### src/hdl/sram_host_pkg.sv
package sram_host_pkg;

  // ****************************************************************
  // clock and pin timing, times in ns as printed, worst grade taken
  // ****************************************************************
  localparam int CLK_PERIOD_NS = 10;
  localparam int T_ADDR_SETUP_NS = 25;
  localparam int T_ADDR_HOLD_NS = 25;
  localparam int T_STROBE_LOW_NS = 150;
  localparam int T_STROBE_HIGH_NS = 140;
  localparam int T_ACCESS_NS = 275;
  localparam int T_OUTPUT_ENABLE_DELAY_NS = 150;
  localparam int T_MIN_WRITE_PULSE_NS = 150;
  localparam int T_WRITE_DATA_SETUP_NS = 150;
  localparam int T_WRITE_DATA_HOLD_NS = 60;
  localparam int SYNC_STAGES = 2;

  // least times round up to whole cycles
  function automatic int cycles_up(input int ns);
    cycles_up = (ns + CLK_PERIOD_NS - 1) / CLK_PERIOD_NS;
  endfunction

  function automatic int max2(input int a, input int b);
    max2 = (a > b) ? a : b;
  endfunction

  // ****************************************************************
  // derived cycle counts
  // ****************************************************************
  localparam int CNT_W = 6;
  localparam int ADDR_SETUP_CYC = cycles_up(T_ADDR_SETUP_NS);
  localparam int DATA_HOLD_CYC = max2(cycles_up(T_WRITE_DATA_HOLD_NS),
                                      cycles_up(T_ADDR_HOLD_NS));
  localparam int PRECHARGE_CYC = cycles_up(T_STROBE_HIGH_NS);
  // read low time covers access, the output enable delay and the pin synchroniser
  localparam int READ_LOW_CYC = max2(cycles_up(T_STROBE_LOW_NS),
    max2(cycles_up(T_ACCESS_NS), cycles_up(T_OUTPUT_ENABLE_DELAY_NS)) + SYNC_STAGES + 1);
  localparam int WRITE_LOW_CYC = max2(cycles_up(T_STROBE_LOW_NS),
    max2(cycles_up(T_MIN_WRITE_PULSE_NS), cycles_up(T_WRITE_DATA_SETUP_NS)));

  // ****************************************************************
  // organisations
  // ****************************************************************
  localparam int WIDE_ADDR_W = 8;
  localparam int WIDE_DATA_W = 4;
  localparam int NARROW_ADDR_W = 10;
  localparam int NARROW_DATA_W = 1;

  typedef enum logic [2:0] {
    ST_IDLE = 3'h0,
    ST_SETUP = 3'h1,
    ST_ACTIVE = 3'h2,
    ST_HOLD = 3'h3,
    ST_PRECHARGE = 3'h4
  } cycle_state_e;

endpackage

### src/hdl/sram_host_ctrl.sv
`timescale 1ns/100ps
module sram_host_ctrl #(
  parameter bit WIDE_ORG = 1'b1,
  parameter int ADDR_W = WIDE_ORG ? sram_host_pkg::WIDE_ADDR_W : sram_host_pkg::NARROW_ADDR_W,
  parameter int DATA_W = WIDE_ORG ? sram_host_pkg::WIDE_DATA_W : sram_host_pkg::NARROW_DATA_W
) (
  // clock and reset
  input wire logic i_core_clk,
  input wire logic i_rst,
  // user request port
  input wire logic i_req,
  input wire logic i_write,
  input wire logic [ADDR_W-1:0] i_addr,
  input wire logic [DATA_W-1:0] i_wdata,
  output logic o_ready,
  output logic [DATA_W-1:0] o_rdata,
  output logic o_rvalid,
  // memory control pins
  output logic o_latch_gate_n,
  output logic o_latched_select_n,
  output logic o_level_select_n,
  output logic o_write_enable_n,
  output logic [ADDR_W-1:0] o_addr,
  // shared data pins
  input wire logic [DATA_W-1:0] i_dq,
  output logic [DATA_W-1:0] o_dq,
  output logic o_dq_oe_n
);

  // ****************************************************************
  // cycle counts at the widths of the counter
  // ****************************************************************
  localparam logic [sram_host_pkg::CNT_W-1:0] SETUP_CNT =
    sram_host_pkg::CNT_W'(sram_host_pkg::ADDR_SETUP_CYC - 1);
  localparam logic [sram_host_pkg::CNT_W-1:0] READ_CNT =
    sram_host_pkg::CNT_W'(sram_host_pkg::READ_LOW_CYC - 1);
  localparam logic [sram_host_pkg::CNT_W-1:0] WRITE_CNT =
    sram_host_pkg::CNT_W'(sram_host_pkg::WRITE_LOW_CYC - 1);
  localparam logic [sram_host_pkg::CNT_W-1:0] HOLD_CNT =
    sram_host_pkg::CNT_W'(sram_host_pkg::DATA_HOLD_CYC - 1);
  localparam logic [sram_host_pkg::CNT_W-1:0] PRE_CNT =
    sram_host_pkg::CNT_W'(sram_host_pkg::PRECHARGE_CYC - 1);
  localparam logic [sram_host_pkg::CNT_W-1:0] CNT_ZERO = '0;
  localparam logic [sram_host_pkg::CNT_W-1:0] CNT_ONE = sram_host_pkg::CNT_W'(1);

  sram_host_pkg::cycle_state_e state;
  sram_host_pkg::cycle_state_e next_state;
  logic [sram_host_pkg::CNT_W-1:0] count;
  logic [sram_host_pkg::CNT_W-1:0] next_count;
  logic is_write;
  logic next_is_write;
  logic latch_gate_n;
  logic next_latch_gate_n;
  logic level_select_n;
  logic next_level_select_n;
  logic latched_select_n;
  logic next_latched_select_n;
  logic write_enable_n;
  logic next_write_enable_n;
  logic dq_oe_n;
  logic next_dq_oe_n;
  logic [ADDR_W-1:0] addr;
  logic [ADDR_W-1:0] next_addr;
  logic [DATA_W-1:0] wdata;
  logic [DATA_W-1:0] next_wdata;
  logic [DATA_W-1:0] rdata;
  logic [DATA_W-1:0] next_rdata;
  logic rvalid;
  logic next_rvalid;
  logic [DATA_W-1:0] dq_sync;

  // ****************************************************************
  // read data pins cross into the core clock
  // ****************************************************************
  pin_sync #(
    .WIDTH(DATA_W)
  ) u_dq_sync (
    .i_core_clk(i_core_clk),
    .i_rst(i_rst),
    .i_pin(i_dq),
    .o_pin(dq_sync)
  );

  // ****************************************************************
  // cycle sequencer
  // ****************************************************************
  // strobe, level select and write enable always move on the same edge, so
  // level select never leads write enable and the device output never fights o_dq
  always_comb
  begin
    next_state = state;
    next_count = count;
    next_is_write = is_write;
    next_latch_gate_n = latch_gate_n;
    next_level_select_n = level_select_n;
    next_latched_select_n = latched_select_n;
    next_write_enable_n = write_enable_n;
    next_dq_oe_n = dq_oe_n;
    next_addr = addr;
    next_wdata = wdata;
    next_rdata = rdata;
    next_rvalid = 1'b0;
    unique case (state)
      sram_host_pkg::ST_IDLE:
      begin
        if (i_req)
        begin
          // present address and data while strobe is still high
          next_addr = i_addr;
          next_wdata = i_wdata;
          next_is_write = i_write;
          next_dq_oe_n = ~i_write;
          next_latched_select_n = 1'b0;
          next_count = SETUP_CNT;
          next_state = sram_host_pkg::ST_SETUP;
        end
      end
      sram_host_pkg::ST_SETUP:
      begin
        if (count == CNT_ZERO)
        begin
          // strobe falls with level select and write enable together
          next_latch_gate_n = 1'b0;
          next_level_select_n = 1'b0;
          next_write_enable_n = ~is_write;
          next_count = is_write ? WRITE_CNT : READ_CNT;
          next_state = sram_host_pkg::ST_ACTIVE;
        end
        else
        begin
          next_count = count - CNT_ONE;
        end
      end
      sram_host_pkg::ST_ACTIVE:
      begin
        if (count == CNT_ZERO)
        begin
          // all write controls rise on one edge, ending the write
          next_latch_gate_n = 1'b1;
          next_level_select_n = 1'b1;
          next_latched_select_n = 1'b1;
          // each write gets its own full strobe cycle; keeping write enable low is not used
          next_write_enable_n = 1'b1;
          if (!is_write)
          begin
            next_rdata = dq_sync;
            next_rvalid = 1'b1;
          end
          next_count = HOLD_CNT;
          next_state = sram_host_pkg::ST_HOLD;
        end
        else
        begin
          next_count = count - CNT_ONE;
        end
      end
      sram_host_pkg::ST_HOLD:
      begin
        // data and address stay put after the rising controls
        if (count == CNT_ZERO)
        begin
          next_dq_oe_n = 1'b1;
          next_count = PRE_CNT;
          next_state = sram_host_pkg::ST_PRECHARGE;
        end
        else
        begin
          next_count = count - CNT_ONE;
        end
      end
      sram_host_pkg::ST_PRECHARGE:
      begin
        // hold time already counts toward the strobe high time
        if (count <= HOLD_CNT + CNT_ONE)
        begin
          next_state = sram_host_pkg::ST_IDLE;
        end
        else
        begin
          next_count = count - CNT_ONE;
        end
      end
      default:
      begin
        next_state = sram_host_pkg::ST_IDLE;
      end
    endcase
  end

  // sequencer registers; reset leaves the memory deselected and the bus free
  always_ff @(posedge i_core_clk or posedge i_rst)
  begin
    if (i_rst)
    begin
      state <= sram_host_pkg::ST_IDLE;
      count <= '0;
      is_write <= 1'b0;
      latch_gate_n <= 1'b1;
      level_select_n <= 1'b1;
      latched_select_n <= 1'b1;
      write_enable_n <= 1'b1;
      dq_oe_n <= 1'b1;
      addr <= '0;
      wdata <= '0;
      rdata <= '0;
      rvalid <= 1'b0;
    end
    else
    begin
      state <= next_state;
      count <= next_count;
      is_write <= next_is_write;
      latch_gate_n <= next_latch_gate_n;
      level_select_n <= next_level_select_n;
      latched_select_n <= next_latched_select_n;
      write_enable_n <= next_write_enable_n;
      dq_oe_n <= next_dq_oe_n;
      addr <= next_addr;
      wdata <= next_wdata;
      rdata <= next_rdata;
      rvalid <= next_rvalid;
    end
  end

  // ****************************************************************
  // outputs
  // ****************************************************************
  // latched select from its own flop: a gate of several registers could glitch high
  // on the very edge where the strobe falls and be captured by the memory
  assign o_latched_select_n = latched_select_n;
  assign o_ready = (state == sram_host_pkg::ST_IDLE);
  assign o_rdata = rdata;
  assign o_rvalid = rvalid;
  assign o_latch_gate_n = latch_gate_n;
  assign o_level_select_n = level_select_n;
  assign o_write_enable_n = write_enable_n;
  assign o_addr = addr;
  assign o_dq = wdata;
  assign o_dq_oe_n = dq_oe_n;

endmodule // sram_host_ctrl

### src/hdl/pin_sync.sv
`timescale 1ns/100ps
module pin_sync #(
  parameter int WIDTH = 4
) (
  // clock and reset
  input wire logic i_core_clk,
  input wire logic i_rst,
  // pins in and synchronised copy out
  input wire logic [WIDTH-1:0] i_pin,
  output logic [WIDTH-1:0] o_pin
);

  logic [WIDTH-1:0] first_stage;
  logic [WIDTH-1:0] second_stage;

  // ****************************************************************
  // two flops per bit; the first stage feeds only the second
  // ****************************************************************
  genvar g;
  generate
    for (g = 0; g < WIDTH; g++)
    begin : g_bit
      always_ff @(posedge i_core_clk or posedge i_rst)
      begin
        if (i_rst)
        begin
          first_stage[g] <= 1'b0;
          second_stage[g] <= 1'b0;
        end
        else
        begin
          first_stage[g] <= i_pin[g];
          second_stage[g] <= first_stage[g];
        end
      end
    end
  endgenerate

  assign o_pin = second_stage;

endmodule // pin_sync

### config.mk
export PLATFORM = sky130hd
export DESIGN_NAME = sram_host_ctrl
export DESIGN_NICKNAME = d
export VERILOG_FILES = /design/src/hdl/sram_host_pkg.sv /design/src/hdl/sram_host_ctrl.sv /design/src/hdl/pin_sync.sv
export SDC_FILE = /design/constraint.sdc
export NUM_CORES = 1
export LEC_CHECK = 0
export ABC_CLOCK_PERIOD_IN_PS = 2700
export BUFFER_PORTS_ARGS = -buffer_cell sky130_fd_sc_hd__buf_2
export CAP_MARGIN = 5
export CORE_UTILIZATION = 45
export CTS_CLUSTER_DIAMETER = 50
export DETAILED_ROUTE_END_ITERATION = 12
export PLACE_DENSITY = 0.69
export SYNTH_ARGS = -nofsm -noshare
export SYNTH_HDL_FRONTEND = slang
export SYNTH_SLANG_ARGS = --single-unit
### constraint.sdc
create_clock -name i_core_clk -period 2.7 [get_ports i_core_clk]
set_clock_uncertainty 0.05 [all_clocks]
set_input_delay 0.675 -clock i_core_clk [delete_from_list [all_inputs] [get_ports i_core_clk]]
set_output_delay 0.675 -clock i_core_clk [all_outputs]
set_load 0.01 [all_outputs]
==> results of run 1 <==
-- report_power, final --
group,total [mW],switching [mW],internal (mW)
sequential,0.962,0.168,0.795
clock,0.482,0.207,0.275
combinational,0.815,0.411,0.404
total,2.26,0.785,1.47
-- cell usage in the layout, fill, tap and decap left out, types with 2 or more instances in the layout --
| cell type | instances |
|---|---|
| clkbuf_8 | 5 |
| dfrtp_1 | 35 |
| o32ai_1 | 3 |
| nand2_1 | 11 |
| inv_1 | 5 |
| buf_4 | 4 |
| mux2i_1 | 3 |
| nand2b_1 | 2 |
| nor2_1 | 15 |
| nor3_1 | 3 |
| mux2_4 | 4 |
| mux2_2 | 14 |
| o21ai_0 | 9 |
| a31oi_1 | 3 |
| buf_2 | 42 |
| ha_1 | 2 |
| a21oi_1 | 8 |
| dfstp_2 | 4 |
-- flip-flops by register name (all words and copies together), names as in the netlist --
register,count
count,6
is_write,1
o_addr,8
o_dq,4
o_dq_oe_n,1
o_latched_select_n,1
o_level_select_n,1
o_rdata,4
o_rvalid,1
o_write_enable_n,1
state,3
u_dq_sync.first_stage,4
u_dq_sync.o_pin,4
-- routing by layer --
layer / vias to the layer above / global-route usage (%) / part of all wire (%)
met5: - / 0 / 0
met4: 0 / 5.83 / 0.50
met3: 2 / 5.28 / 7.0
met2: 55 / 29.7 / 48
met1: 646 / 21.7 / 44
li1: 623 / - / -
-- per-stage QoR --
step	std cells	cell area (µm²)	hold slack, ns	power, mW	util (%)
global route	245	2130	0.322	2.41	57.4
floorplan	152	1760	0.281	1.52	-
finish	245	2130	0.305	2.26	57.4
detailed placement	237	2020	0.288	1.78	54.4
global placement	237	2020	0.284	1.75	54.4
CTS	245	2130	0.306	2.27	57.4
-- cells by family after synthesis --
kind of cell,Yosys count,synth area share [%]
and+or+nand+nor,43,13.3
buffers and inverters,14,3.48
AOI/OAI and AO/OA,32,11.6
adders and majority gates,2,1.42
DFF,39,55.6
xor gates and xnor gates,1,0.497
muxes,21,14.1
-- worst paths after layout --
path	from	end	slack [ns]
worst max-delay path	state[0]$_DFFE_PP0P_	o_ready	0.34
worst min-delay path	u_dq_sync.first_stage[0]$_DFF_PP0_	u_dq_sync.o_pin[0]$_DFF_PP0_	0.30
worst max register to register	count[0]$_DFFE_PP0P_	o_rdata[0]$_DFFE_PP0P_	0.40
worst min register to register	u_dq_sync.first_stage[0]$_DFF_PP0_	u_dq_sync.o_pin[0]$_DFF_PP0_	0.30
max in group asynchronous	i_rst	o_dq_oe_n$_DFFE_PP1P_	1.81
min in group asynchronous	i_rst	o_dq[1]$_DFFE_PP0P_	0.44
-- layout make-up --
type	count	area [µm²]
Timing Repair Buffer	46	240
Multi-Input combinational cell	99	721
Clock inverter	3	43.8
Inverter	5	18.8
Fill cell	319	1580
Sequential cell	39	981
Clock buffer	5	68.8
Tap cell	48	60.1
==> run metrics, run 1 <==
Final ANT Viol Nets=0; CTS sink count=39; count leader, synth=dfrtp_1; worst slack, placed=between 0.4 and 0.5 ns; Synth top cells by count=dfrtp_1, nor2_1, mux2_2; Slew Limit Fails=0; overall routing resource usage=17.7%; CP arrival=about 1.6 ns; via/cell ratio=around 5.4; Final period util=87.5%; CTS Buf Count=5; drt total wl=3380 µm; fin crit period=between 2 and 2.5 ns; mapped cell area=between 1500 and 2000 µm²; share of layout cells above drive strength 1=a little over two fifths; Remaining DRCs=0; Setup Fix Bufs, Post-CTS=0; DPL Wire Length=2320 µm; mean post-synth cell area=11.6 µm²; initial core utilization=47.4%; CTS tree=built; htree depth=2; Clock transition at path regs=approximately 0.08 ns; PortBufs=42; Fin. Hold Viols=0; Levels on crit path=3; final setup fails=0; synthesis-stage register bit count=39; first-pass GRT wire length=5550 µm; worst slew pin tran=slightly below 0.6 ns; cells along the critical path=or2_2 > nor2_1 > buf_2; slowest stage delay, CP=around 0.6 ns; setup ws final=0.338 ns; post-synth net total=174; Max VDD drop=around 0.56 mV; cts hold-fix bufs=0; Synth Instances=~150; DR vias=1,326; antenna violations before repair=0; Reg2Reg Depth=7; Area contributors post-synth=dfrtp_1, mux2_2, dfstp_2; number of diodes=0; Slowest-stage cell, CP=dfrtp_1; number of primary I/O pins=43; post-synth cell types=41; leakage power=1.06 nW; Die ar.=4170 µm²; YS warnings=0; Die Wd=64.6 µm; CTS resizes=0; largest net degree at the start of global routing=40; hold depth=0; class of the worst hold path=flop to flop; Startpoint Class=flop; Power Dens Cells=1060 nW/µm²; worst rel slew slack=a little over 60%; drt pass-1 iters=4; CTS root buffer=clkbuf_8; worst-path fanout max=16; worst-skew pair later-pin latency=0.28 ns; unrepaired setup endpoints after global routing=no; CP delay by family, top=flip-flops; max-cap violation count=0; vias in the first global route=about 1,200; drt wl/cell=13.8 µm; RePlAce Congestion=just over 0.8; Nets=218; required time of the critical path=1.98 ns; Yosys top cell area share=49.7%; 1st-iter DRT viols=56; Critical Path End Type=primary output; status=finished clean; synthesis-to-finish area growth=21.0%; post-route setup TNS=0 ns; ys flop type=dfrtp_1; Bufs on Longest Clock Path=2; Peak Freq=0.423 GHz; grt ovf=0; kind of critical path=flop to primary output; number of flops mapped to enable cells by yosys=0; Die H=between 60 and 70 µm; cell row count=22; core area=3720 µm²; top cell type by total area after synthesis=dfrtp_1; register area share after synthesis=between 50% and 60%; FFs w/ async S/R, synth=100%; CP Buf/Inv Count=1
Power figures use the tool's default switching activity.
==> inputs of run 2 (changes only) <==
- CORE_UTILIZATION: 45 -> 35
- PLACE_DENSITY: 0.69 -> default
- REMOVE_ABC_BUFFERS: default -> 1
==> run metrics, run 2 (same netlist as run 1, synthesis figures left out) <==
Die Wd=73.0 µm; vias in the first global route=about 1,200; sequential power share=a little over two fifths; Max VDD drop=0.757 mV; Remaining DRCs=0; leakage power=1.07 nW; Clock transition at path regs=approximately 0.080 ns; overall routing resource usage=14.3%; number of flip-flops in the largest register=8; synthesis-to-finish area growth=23.2%; share of layout cells above drive strength 1=42.2%; switch share=between 30% and 40%; post-route setup TNS=0 ns; Nets=220; RePlAce Congestion=0.904; placed insts=between 200 and 300; commonest non-fill, non-tap cell in the layout=buf_2; Die H=73.0 µm; CTS resizes=0; internal power=1.48 mW; Die ar.=approximately 5300 µm²; Clk pwr share=21.0%; CTS sink count=39; Bufs on Longest Clock Path=2; Net Sw Power=785 µW; worst rel slew slack=67.3%; combinational share of power=37.4%; number of diodes=0; Peak Freq=0.432 GHz; Critical Path End Type=flop; Final period util=85.8%; DPL Wire Length=2490 µm; htree depth=2; worst-path fanout max=5; DR vias=1,322; kind of critical path=flop to flop; design area=2170 µm²; via/cell ratio=4.97; CTS tree=built; Final Non-Filler Cells=266; setup ws final=0.384 ns; grt ovf=0; largest net degree at the start of global routing=40; status=finished clean; fin crit period=around 2.3 ns; required time of the critical path=2.83 ns; Fin. Hold Viols=0; initial core utilization=36.8%; cts hold-fix bufs=0; worst-skew pair later-pin latency=0.29 ns; unrepaired setup endpoints after global routing=no; Slew Limit Fails=0; Area after DPL=2060 µm²; Final Core Density=45.4%; R2R Setup Slk=roughly 0.38 ns; drt wl/cell=13.2 µm; Power Dens Cells=1040 nW/µm²; first-pass GRT wire length=about 5600 µm; CTS Buf Count=5; core area=4790 µm²; final setup fails=0; Final ANT Viol Nets=0; max-cap violation count=0; antenna violations before repair=0; class of the worst hold path=flop to flop; Setup Fix Bufs, Post-CTS=0; drt pass-1 iters=4; CTS root buffer=clkbuf_8; worst slack, placed=0.434 ns; Startpoint Class=flop; number of primary I/O pins=43; CP arrival=2.44 ns; worst slew pin tran=~0.49 ns; cell row count=25; PortBufs=42; 1st-iter DRT viols=91; most frequent cells in the layout=buf_2, dfrtp_1, nor2_1, mux2_2, nand2_1; drt total wl=3510 µm; Fillers=439
==> run 2: cell types whose count changed in the layout (fill, tap and decap cells not counted) <==
cell   change
buf_4      +2
==> run 2: cell type report <==
type	count	area, µm²	area share [%]
Tap cell	67	83.8	3.86
Inverter	5	18.8	0.864
Multi-Input combinational cell	99	721	33.2
Clock buffer	5	68.8	3.17
Timing Repair Buffer	48	255	11.8
Clock inverter	3	43.8	2.02
Sequential cell	39	981	45.2
==> run 2: worst paths after layout <==
check,start,endpoint,cells past startpoint
setup / recovery,count[0]$_DFFE_PP0P_,o_rdata[0]$_DFFE_PP0P_,7
hold / removal,u_dq_sync.first_stage[0]$_DFF_PP0_,u_dq_sync.o_pin[0]$_DFF_PP0_,0
setup reg to reg,count[0]$_DFFE_PP0P_,o_rdata[0]$_DFFE_PP0P_,7
hold reg to reg,u_dq_sync.first_stage[0]$_DFF_PP0_,u_dq_sync.o_pin[0]$_DFF_PP0_,0
max in group asynchronous,i_rst,o_dq_oe_n$_DFFE_PP1P_,3
min in group asynchronous,i_rst,u_dq_sync.o_pin[1]$_DFF_PP0_,3
==> run 2: metrics by stage <==
| stage | power, mW | hold WS, ns |
|---|---|---|
| 2_1_floorplan | 1.50 | 0.281 |
| 3_3_place_gp | 1.79 | 0.284 |
| 3_5_place_dp | 1.79 | 0.293 |
| 4_1_cts | 2.28 | 0.303 |
| 5_1_grt | 2.42 | 0.306 |
| 6_report | 2.27 | 0.300 |
==> run 2: metal layers <==
layer  track usage, %  share of wire (%)  up-vias
met3             4.97                8.0        7
met5                0                  0        -
met4             7.19                2.0        0
li1                 -                  -      625
met1             19.2                 46      634
met2             20.4                 44       56
==> run 2: worst max-delay path, cell delays in order (launching register included) <==
cell and delay (ns):
dfrtp_1 0.42, inv_1 0.15, ha_1 0.22, or3b_4 0.42, or3_4 0.35, nor2_4 0.13
nand3b_4 0.14, mux2_4 0.32
==> run 2: power groups by stage <==
stage          registers (mW)  logic [mW]  clock network [mW]
6_report                0.944       0.848               0.475
5_1_grt                 0.973       0.927               0.518
4_1_cts                 0.942       0.844               0.493
3_5_place_dp            0.949       0.844                   0
3_3_place_gp            0.950       0.836                   0
2_1_floorplan            1.02       0.479                   0
==> inputs of run 3 (changes only) <==
- ABC_CLOCK_PERIOD_IN_PS: 2700 -> default
- CORE_ASPECT_RATIO: default -> 1.4
==> run metrics, run 3 (same netlist as run 1, synthesis figures left out) <==
cell row count=30; kind of critical path=flop to flop; core area=4840 µm²; Hold Crit Start=u_dq_sync.first_stage[0]$_DFF_PP0_; most frequent cells in the layout=buf_2, dfrtp_1, nor2_1, mux2_2, nand2_1; grt ovf=0; Bufs on Longest Clock Path=2; Max VDD drop=0.529 mV; unrepaired setup endpoints after global routing=no; initial core utilization=a little over a third; CTS sink count=39; class of the worst hold path=flop to flop; worst rel slew slack=65.6%; share of layout cells above drive strength 1=42.2%; RePlAce Congestion=0.837; synthesis-to-finish area growth=21.9%; vias in the first global route=about 1,300; Startpoint Class=flop; CTS tree=built; CTS root buffer=clkbuf_8; drt total wl=roughly 3400 µm; Remaining DRCs=0; drt wl/cell=12.9 µm; Critical Path End Type=flop; Final period util=84.0%; status=finished clean; drt pass-1 iters=6; max-cap violation count=0; via/cell ratio=4.88; CTS Buf Count=5; CP arrival=around 2.4 ns; Fin. Hold Viols=0; DPL Wire Length=2460 µm; number of flip-flops in the largest register=8; required time of the critical path=2.83 ns; PortBufs=42; number of primary I/O pins=43; Die H=86.0 µm; post-route setup TNS=0 ns; fin crit period=2.27 ns; antenna violations before repair=0; first-pass GRT wire length=5660 µm; worst-path fanout max=5; cts hold-fix bufs=0; largest net degree at the start of global routing=40; origin of the worst setup path=count[0]$_DFFE_PP0P_; 1st-iter DRT viols=43; Peak Freq=0.441 GHz; Area after DPL=2060 µm²; Reg-to-Reg Start=count[0]$_DFFE_PP0P_; CTS resizes=0; htree depth=2; commonest non-fill, non-tap cell in the layout=buf_2; leakage power=between 1 and 1.5 nW; Die Wd=62.0 µm; Nets=220; overall routing resource usage=14.6%; Setup Fix Bufs, Post-CTS=0; Die ar.=approximately 5300 µm²; Clock transition at path regs=0.08 ns; final setup fails=0; design area=2150 µm²; Final ANT Viol Nets=0; Power Dens Cells=approximately 1000 nW/µm²; worst-skew pair later-pin latency=~0.29 ns; DR vias=1,284; number of diodes=0; worst slew pin tran=0.517 ns; Slew Limit Fails=0
==> run 3: changes by cell type in the layout (fill, tap and decap cells not counted) <==
cell / change
bufinv_16: -1
inv_6: +1
clkinv_4: -1
clkinv_2: -1
clkinvlp_4: +2
==> run 3: cell type report <==
type,instances,area (µm²)
tap,64,80.1
fill,479,2690
inverter,5,18.8
sequential,39,981
clock inverter,3,23.8
clock buffer,5,68.8
multi-input combinational,99,721
timing repair buffer,48,255
==> run 3: per-layer routing <==
| layer | vias to the layer above | GRT usage [%] | routed length (µm) |
|---|---|---|---|
| met1 | 601 | 19.3 | 1460 |
| li1 | 625 | - | - |
| met5 | - | 0 | 0 |
| met4 | 0 | 8.89 | 104 |
| met3 | 10 | 3.17 | 190 |
| met2 | 48 | 21.2 | 1640 |
==> run 3: power breakdown <==
part           leakage [nW]  switching (mW)  total, mW  internal, mW
combinational         0.539           0.419      0.832         0.413
clock                0.0408           0.213      0.398         0.184
sequential            0.470           0.155      0.950         0.794
==> run 3: critical path: stages, from the launching register on <==
cell      delay (ns)
dfrtp_1         0.42
inv_1           0.13
ha_1            0.21
or3b_4          0.42
or3_4           0.35
nor2_4          0.13
nand3b_4        0.13
mux2_4          0.31
==> run 3: per-stage QoR <==
| step | util (%) | setup slack, ns | hold slack [ns] | cells | power (mW) |
|---|---|---|---|---|---|
| CTS | 44.4 | 0.434 | 0.304 | 263 | 2.20 |
| detailed placement | 42.5 | 0.450 | 0.285 | 255 | 1.80 |
| global route | 44.4 | 0.319 | 0.327 | 263 | 2.35 |
| floorplan | - | 0.559 | 0.281 | 143 | 1.50 |
| finish | 44.4 | 0.432 | 0.304 | 263 | 2.18 |
| global placement | 42.5 | 0.483 | 0.282 | 255 | 1.79 |
==> run 3: worst paths after layout <==
path                       depth (start not counted)                        endpoint  slack (ns)
max                                                7          o_rdata[1]$_DFFE_PP0P_        0.43
min                                                0    u_dq_sync.o_pin[0]$_DFF_PP0_        0.30
max reg2reg                                        7          o_rdata[1]$_DFFE_PP0P_        0.43
min reg2reg                                        0    u_dq_sync.o_pin[0]$_DFF_PP0_        0.30
max in group asynchronous                          3  o_latched_select_n$_DFFE_PP1P_        1.81
min in group asynchronous                          3             o_dq[2]$_DFFE_PP0P_        0.43
